$ cat src/eirq_pkg.sv
// Constants and carrier types for the external interrupt pin latch.
// Assumes an 8-bit register port driven from the core clock domain.
package eirq_pkg;

	localparam int EIRQ_AW = 8;
	localparam int EIRQ_DW = 8;

	// Register offsets
	localparam logic [EIRQ_AW-1:0] EIRQ_OFS_STATUS_CONTROL = 8'h00;
	localparam logic [EIRQ_AW-1:0] EIRQ_OFS_BREAK_CONTROL = 8'h01;

	// Field positions in ext_int_status_control
	localparam int EIRQ_BIT_PENDING = 3;
	localparam int EIRQ_BIT_ACK = 2;
	localparam int EIRQ_BIT_MASK = 1;
	localparam int EIRQ_BIT_MODE = 0;

	// Field position in break_flag_control_reg
	localparam int EIRQ_BIT_BREAK_CLEAR = 7;

	// Reset values
	localparam logic EIRQ_RST_MASK = 1'b0;
	localparam logic EIRQ_RST_MODE = 1'b0;
	localparam logic EIRQ_RST_BREAK_CLEAR = 1'b0;
	localparam logic [EIRQ_DW-1:0] EIRQ_RST_RDATA = 8'h00;

	// Vector locations loaded by the CPU
	localparam logic [15:0] EIRQ_VECTOR_HIGH = 16'hFFFA;
	localparam logic [15:0] EIRQ_VECTOR_LOW = 16'hFFFB;

	typedef struct packed {
		logic [EIRQ_AW-1:0] addr;
		logic [EIRQ_DW-1:0] wdata;
		logic wr;
		logic rd;
	} eirq_bus_req_s;

endpackage : eirq_pkg

$ cat src/eirq_latch.sv
// External interrupt pin latch with status/control register port.
// Assumes vector fetch and break state come from core_clk logic,
// while the interrupt pin is asynchronous to core_clk.
//
// Summary of operation
// - A falling edge on the active-low pin sets the latch.
// - The CPU vector fetch acknowledge clears the latch it served.
// - Writing one to the acknowledge bit clears the latch.
// - Reset clears latch and sensitivity select even with pin low.
// - Edge-only after reset; select bit adds low-level sensitivity.
// - Select at 0: any acknowledge clears the latch at once.
// - Select at 1: clear needs acknowledge and pin high, either order.
// - Edge-and-level mode keeps request pending while pin held low.
// - Mask withholds request from priority logic, latch unchanged.
// - A falling edge after software acknowledge latches a new request.
// - Unmasked request makes CPU fetch vector from the two locations.
// - Pending flag shows latch state regardless of the mask.
// - Acknowledge bit is write-only, reads zero, cleared by reset.
// - Mask bit is read/write, one disables, reset clears it.
// - Select bit read/write, reset clears, one adds low levels.
// - Current pin level is given to CPU branch-on-pin instructions.
// - In break with clear enable at one, acknowledges clear the latch.
// - In break with clear enable at zero, acknowledge writes are ignored.
//
// Local design decisions: the strobed register port and the register addresses.
module eirq_latch
	import eirq_pkg::*;
(
	input wire logic core_clk,
	input wire logic reset_n,
	input wire logic irq_pin_n,
	input wire logic vector_fetch_ack,
	input wire logic break_state,
	input wire eirq_bus_req_s bus_req,
	output logic [EIRQ_DW-1:0] bus_rdata,
	output logic irq_request,
	output logic [15:0] irq_vector_high,
	output logic [15:0] irq_vector_low,
	output logic pin_level
);

	logic sync1_r;
	logic sync2_r;
	logic sample_prev_r;
	logic falling_edge;
	logic pin_low;
	logic latch_r;
	logic latch_nxt;
	logic mask_r;
	logic mode_r;
	logic break_clear_r;
	logic sw_ack;
	logic any_ack;
	logic sc_write;
	logic bc_write;
	logic [EIRQ_DW-1:0] rdata_nxt;
	logic [2:0] warm_r;
	logic pending;

	// Address match, shared by the write strobes and the rd_upper_a check
	function automatic logic hits(input eirq_bus_req_s req,
		input logic [EIRQ_AW-1:0] ofs);
		hits = (req.addr == ofs);
	endfunction

	// Two flops before any logic; pin idles high
	always_ff @(posedge core_clk or negedge reset_n) begin
		if (!reset_n) begin
			sync1_r <= 1'b1;
			sync2_r <= 1'b1;
			sample_prev_r <= 1'b1;
		end else begin
			sync1_r <= irq_pin_n;
			sync2_r <= sync1_r;
			sample_prev_r <= sync2_r;
		end
	end

	// Edge detect waits until the chain holds real pin samples, so a pin
	// held low through reset cannot fake an edge; an edge in those first
	// cycles is lost, the level term still covers level mode
	always_ff @(posedge core_clk or negedge reset_n) begin
		if (!reset_n) begin
			warm_r <= 3'h0;
		end else begin
			warm_r <= {warm_r[1:0], 1'b1};
		end
	end

	assign falling_edge = warm_r[2] & sample_prev_r & ~sync2_r;
	assign pin_low = ~sync2_r;

	assign sc_write = bus_req.wr && hits(bus_req, EIRQ_OFS_STATUS_CONTROL);
	assign bc_write = bus_req.wr && hits(bus_req, EIRQ_OFS_BREAK_CONTROL);

	// Ack bit has no storage, so it can never read back
	assign sw_ack = sc_write && bus_req.wdata[EIRQ_BIT_ACK]
		&& (!break_state || break_clear_r);
	assign any_ack = vector_fetch_ack | sw_ack;

	// Set wins over any acknowledge in the same cycle
	always_comb begin
		latch_nxt = falling_edge
			| (latch_r & ~any_ack);
	end

	// Level term sits outside the latch, so an acknowledge taken while
	// the pin is low still counts once the pin returns high
	assign pending = latch_r | (mode_r & pin_low);

	always_ff @(posedge core_clk or negedge reset_n) begin
		if (!reset_n) begin
			latch_r <= 1'b0;
		end else begin
			latch_r <= latch_nxt;
		end
	end

	always_ff @(posedge core_clk or negedge reset_n) begin
		if (!reset_n) begin
			mask_r <= EIRQ_RST_MASK;
			mode_r <= EIRQ_RST_MODE;
		end else if (sc_write) begin
			mask_r <= bus_req.wdata[EIRQ_BIT_MASK];
			mode_r <= bus_req.wdata[EIRQ_BIT_MODE];
		end
	end

	always_ff @(posedge core_clk or negedge reset_n) begin
		if (!reset_n) begin
			break_clear_r <= EIRQ_RST_BREAK_CLEAR;
		end else if (bc_write) begin
			break_clear_r <= bus_req.wdata[EIRQ_BIT_BREAK_CLEAR];
		end
	end

	always_comb begin
		rdata_nxt = '0;
		if (bus_req.rd) begin
			case (bus_req.addr)
				EIRQ_OFS_STATUS_CONTROL: begin
					rdata_nxt[EIRQ_BIT_PENDING] = pending;
					rdata_nxt[EIRQ_BIT_ACK] = 1'b0;
					rdata_nxt[EIRQ_BIT_MASK] = mask_r;
					rdata_nxt[EIRQ_BIT_MODE] = mode_r;
				end
				EIRQ_OFS_BREAK_CONTROL: begin
					rdata_nxt[EIRQ_BIT_BREAK_CLEAR] = break_clear_r;
				end
				default: begin
					rdata_nxt = '0;
				end
			endcase
		end
	end

	// Read data only valid the cycle after the strobe
	always_ff @(posedge core_clk or negedge reset_n) begin
		if (!reset_n) begin
			bus_rdata <= EIRQ_RST_RDATA;
		end else begin
			bus_rdata <= rdata_nxt;
		end
	end

	assign irq_request = pending & ~mask_r;
	assign irq_vector_high = EIRQ_VECTOR_HIGH;
	assign irq_vector_low = EIRQ_VECTOR_LOW;
	// Synchronised, so it lags the pin by two cycles
	assign pin_level = sync2_r;
endmodule : eirq_latch

$ cat config.mk
export PLATFORM = sky130hd
export DESIGN_NAME = eirq_latch
export DESIGN_NICKNAME = d
export VERILOG_FILES = /design/src/eirq_pkg.sv /design/src/eirq_latch.sv
export SDC_FILE = /design/constraint.sdc
export NUM_CORES = 1
export LEC_CHECK = 0
export BUFFER_PORTS_ARGS = -buffer_cell sky130_fd_sc_hd__buf_2
export CAP_MARGIN = 20
export CELL_PAD_IN_SITES_DETAIL_PLACEMENT = 1
export CELL_PAD_IN_SITES_GLOBAL_PLACEMENT = 1
export CORE_MARGIN = 8
export CORE_UTILIZATION = 26
export DETAILED_ROUTE_END_ITERATION = 7
export GPL_TIMING_DRIVEN = 0
export HOLD_SLACK_MARGIN = 0.05
export PLACE_DENSITY_LB_ADDON = 0.1
export SKIP_LAST_GASP = 1
export SYNTH_ARGS = -nofsm -noshare
export SYNTH_HDL_FRONTEND = slang
export SYNTH_SLANG_ARGS = --single-unit
$ cat constraint.sdc
create_clock -name core_clk -period 1.2 [get_ports core_clk]
set_input_delay 0.06 -clock core_clk [delete_from_list [all_inputs] [get_ports core_clk]]
set_output_delay 0.06 -clock core_clk [all_outputs]
set_load 0.1 [all_outputs]
# ---- Yosys cells after proc, flatten, opt, wreduce, memory -nomap -nowiden
# Cells that the tools add are included.
dict set report totals {
  register_bits 18
  input_bits 23
  out_inout_bits 42
}
dict set report op_classes {
  reduce_logical 7
  n_mux 3
  n_eq_ne 1
  bitwise_logic 11
}
# op count
set ops {}
lappend ops {{8-bit by 1-bit == test with 1-bit output (second input constant)} 1}
lappend ops {{8-bit logical NOT} 1}
lappend ops {{8-bit two-way mux} 1}
lappend ops {{1-bit AND} 5}
lappend ops {{1-bit logical AND} 4}
lappend ops {{4-bit two-way mux} 1}
lappend ops {{1-bit NOT} 3}
lappend ops {{1-bit OR} 3}
lappend ops {{1-bit logical NOT} 1}
lappend ops {{1-bit logical OR} 1}
lappend ops {{1-bit two-way mux} 1}

# ---- Logic depth before layout (Yosys ltp)
dict set report depth {
  depth_word 8
  mapped_depth 3
}

# ---- Worst setup path before layout
# No wires, ideal clock.
dict set report synth_timing {
  path_kind {register to output}
  from {register sync2_r (netlist: pin_level)}
  to {output irq_request}
  path_slack_ns -0.840
  path_stages_with_launch 4
  t_arrival_ns 1.980
  n_path_buf 0
  path_cell_list {dfstp_2 > inv_1 > a21oi_1 > nor2_1}
}
dict set report synth_via {
  elab_chain_len 4
}
# item line_no
set synth_rtl {}
lappend synth_rtl {{from (decl)} eirq_latch.sv:43} ;# logic sync2_r;
lappend synth_rtl {{from (signal assigned)} eirq_latch.sv:74} ;# sync2_r <= sync1_r;
lappend synth_rtl {{1-bit NOT} eirq_latch.sv:91} ;# assign pin_low = ~sync2_r;
lappend synth_rtl {{1-bit AND} eirq_latch.sv:109} ;# assign pending = latch_r | (mode_r & pin_low);
lappend synth_rtl {{1-bit OR} eirq_latch.sv:109}
lappend synth_rtl {{1-bit AND} eirq_latch.sv:166} ;# assign irq_request = pending & ~mask_r;
lappend synth_rtl {{to (decl)} eirq_latch.sv:36} ;# output logic irq_request,
# Every way passes these cells.

# ---- Worst setup path after layout
# Ends and elaborated chain as after synthesis.

==> results.sh <==
export IMPL_grt_start_max_net_pins=15
export IMPL_critPathRequiredTime_ps=1140
export IMPL_cts_max_path_buffers=2
export IMPL_fraction_of_power_spent_switching_nets=0.4730
export IMPL_fin_crit_ps=1374
export IMPL_port_buffer_count=24
export IMPL_yosysWarningCount=0
export IMPL_leakage_power_nw=0.6934
export IMPL_first_pass_grt_wire_length_um=3118
export IMPL_route_detailed_drc=0
export IMPL_p_sw_w=0.0007467
export IMPL_report_final_setup_viol=2
export IMPL_wl_per_cell_um=10.44
export IMPL_skew_pair_late_insertion_delay_ps=270
export IMPL_syn2layout_area_growth_pct=59.51
export IMPL_final_period_utilization=1.145
export IMPL_num_vias=650
export IMPL_worst_slew_pin_slew_ps=495.2
export IMPL_p_total_w=0.001579
export IMPL_hold_path_class="in2reg"
export IMPL_drv_cap=0
export IMPL_cp_start_kind="flop"
export IMPL_ys_async_sr_fraction=1.000
export IMPL_placementRows=20
export IMPL_route_top_layer_used="met3"
export IMPL_fillerInstances=363
export IMPL_detail_route_iter0_violations=2
export IMPL_clkPwrFrac=0.208
export IMPL_finalWirelength_um=2014
export IMPL_timing_hold_violations_final=0
export IMPL_drive_above_1_share=0.5034
export IMPL_netlist_area_um2=815.8
export IMPL_cp_max_fo=3
export IMPL_htreeDepth=1
export IMPL_setup_slack_ps=-173.9
export IMPL_hpwlAfterDp_um=1739
export IMPL_ff2ff_path_depth=3
export IMPL_tritoncts_clock_tree="yes"
export IMPL_num_antenna_cells=0
export IMPL_dp_slack_ps=-174.6
export IMPL_power_report_internal_total_w=0.0008320
export IMPL_gr_usage_all_layers=0.07666
export IMPL_grt_antenna_before_repair=0
export IMPL_met2WireLength_um=1106
export IMPL_power_share_combinational=0.471
export IMPL_slew_limit_headroom=0.6668
export IMPL_detailed_routed_wire_length_on_met3_um=198
export IMPL_power_density_nw_per_um2=1213
export IMPL_grt_pass1_vias=717
export IMPL_global_route_overflow_total=0
export IMPL_synth_cell_type_count=22
export IMPL_die_height_um=72.02
export IMPL_detail_route_vias_per_cell=3.368
export IMPL_synth_enable_flop_cells=0
export IMPL_wl_met1_um=710
export IMPL_multiInputGateArea_um2=334.1
export IMPL_tritoncts_num_buffers=3
export IMPL_layout_cells_non_filler=193
export IMPL_initial_utilization=0.2694
export IMPL_crit_type="reg2out"
export IMPL_skew_ps=2.947
export IMPL_antenna_left=0
export IMPL_finish_net_count=173
export IMPL_die_width_um=72.02
export IMPL_ys_seq_elements=14
export IMPL_top_level_ports=65
export IMPL_critPathCaptureType="output pin"
export IMPL_drt_first_pass_iters=2
export IMPL_synth_top_flop_cell="sky130_fd_sc_hd__dfrtp_1"
export IMPL_synth_sequential_area_ratio=0.4340
export IMPL_grt_setup_unrepaired="yes"
export IMPL_synthCells=77
export IMPL_ctsRootBufferMaster="sky130_fd_sc_hd__clkbuf_4"
export IMPL_clock_sink_count=14
export IMPL_slew_viols_final=0
export IMPL_power_share_sequential=0.321
export IMPL_cp_data_arrival_time_ps=1310
export IMPL_avgSynthCellArea_um2=10.59
export IMPL_routabilityCongestion=0.7368
export IMPL_die_area_um2=5186
export IMPL_final_core_util=0.4298
export IMPL_worstHoldPathCells=3
export IMPL_dp_cells=180
export IMPL_tns_ps=-225.8
export IMPL_status="finished with violations"
export IMPL_sequential_cell_area_um2=357.8
export IMPL_max_freq_ghz=0.7279
export IMPL_clk_transition_reported_paths_ps=80
export IMPL_core_region_area_um2=3028
export IMPL_peakVddDrop_v=0.0003632
export IMPL_violations_in_the_final_reports="setup timing"
[through the flow]
step | cell area, um^2 | hold slack (ps)
finish | 1301 | 73.34
global route | 1301 | 56.13
CTS | 1281 | 67.56
detailed placement | 1147 | -30.29
global placement | 1147 | -31.29
floorplan | 972.2 | -235.6
[registers in the layout, summed over array words and instances, names as in the netlist]
name and count:
break_clear_r 1, bus_rdata 4, latch_r 1, mask_r 1
mode_r 1, pin_level 1, sample_prev_r 1, sync1_r 1
warm_r 3
[worst max-delay path, cell delays in order, from the launching register on]
cell and delay [ps]:
sky130_fd_sc_hd__dfstp_4 640, sky130_fd_sc_hd__inv_4 40, sky130_fd_sc_hd__a21oi_4 140, sky130_fd_sc_hd__nor2_4 50, sky130_fd_sc_hd__buf_12 160
[power groups by stage]
stage / sequential [W] / clock, W / combinational (W)
6_report: 0.000507 / 0.000329 / 0.000743
3_3_place_gp: 0.000515 / 0 / 0.000692
3_5_place_dp: 0.000516 / 0 / 0.000695
2_1_floorplan: 0.000527 / 0 / 0.000631
4_1_cts: 0.000507 / 0.000347 / 0.000727
5_1_grt: 0.000509 / 0.000376 / 0.000767
[placed cells by master (no fill, tap or decap), drive strengths merged, types with 2 or more instances in the layout]
cell type	netlist	routed
and3	2	2
buf	36	61
clkbuf	0	4
conb	2	37
dfrtp	11	11
dfstp	3	3
dlygate4sd3	0	8
inv	2	2
mux2	3	3
nand2	2	2
nand3	2	2
nor2	3	3
or4	2	2
[area by class of cell]
cell class	instances	area share
flip-flops and latches	14	0.2750
inverters	2	0.007692
repair buffers	33	0.1827
well taps	44	0.04231
multi-input cells	60	0.2567
clock buffers	4	0.02788
plain buffers	36	0.2077
[final timing paths]
path | start | to | slack, ps
worst min-delay path | break_state | latch_r | 70
worst max register to register | pin_level | bus_rdata[3] | 90
min in group asynchronous | reset_n | bus_rdata[1] | 210
worst min register to register | warm_r[0] | warm_r[1] | 360
worst max-delay path | pin_level | irq_request | -170
max in group asynchronous | reset_n | sync1_r | 700
[cell families (layout without fill, tap and decap cells)]
| logic type | Yosys count | after routing | share of synthesized area |
|---|---|---|---|
| buffers and inverters | 38 | 75 | 0.3405 |
| and+or+nand+nor | 17 | 17 | 0.1242 |
| DFF | 14 | 14 | 0.4340 |
| AOI/OAI and AO/OA | 3 | 3 | 0.05061 |
| muxes | 3 | 3 | 0.04141 |
| other | 2 | 37 | 0.009206 |
[synth_stat cells (2+ instances only)]
cell,number,area share
sky130_fd_sc_hd__buf_4,36,0.33
sky130_fd_sc_hd__dfrtp_1,11,0.34
sky130_fd_sc_hd__dfstp_2,3,0.097
sky130_fd_sc_hd__nor2_1,3,0.014
sky130_fd_sc_hd__and3_1,2,0.015
sky130_fd_sc_hd__conb_1,2,0.0092
sky130_fd_sc_hd__inv_1,2,0.0092
sky130_fd_sc_hd__mux2_1,2,0.028
sky130_fd_sc_hd__nand2_1,2,0.0092
sky130_fd_sc_hd__nand3_1,2,0.012
[timing repair]
action	CTS	global route
buffers inserted	0	1
gates resized for setup	5	3
endpoints found under the setup margin	2	2
hold buffers	8	0
hold endpoints to repair	20	0
[routing by layer]
metal / up-vias / GRT usage
li1: 326 / -
met1: 291 / 0.06467
met2: 33 / 0.1447
met3: 0 / 0.04821
met4: 0 / 0.02041
met5: - / 0
Note: power is estimated with default switching activity, not from simulation.
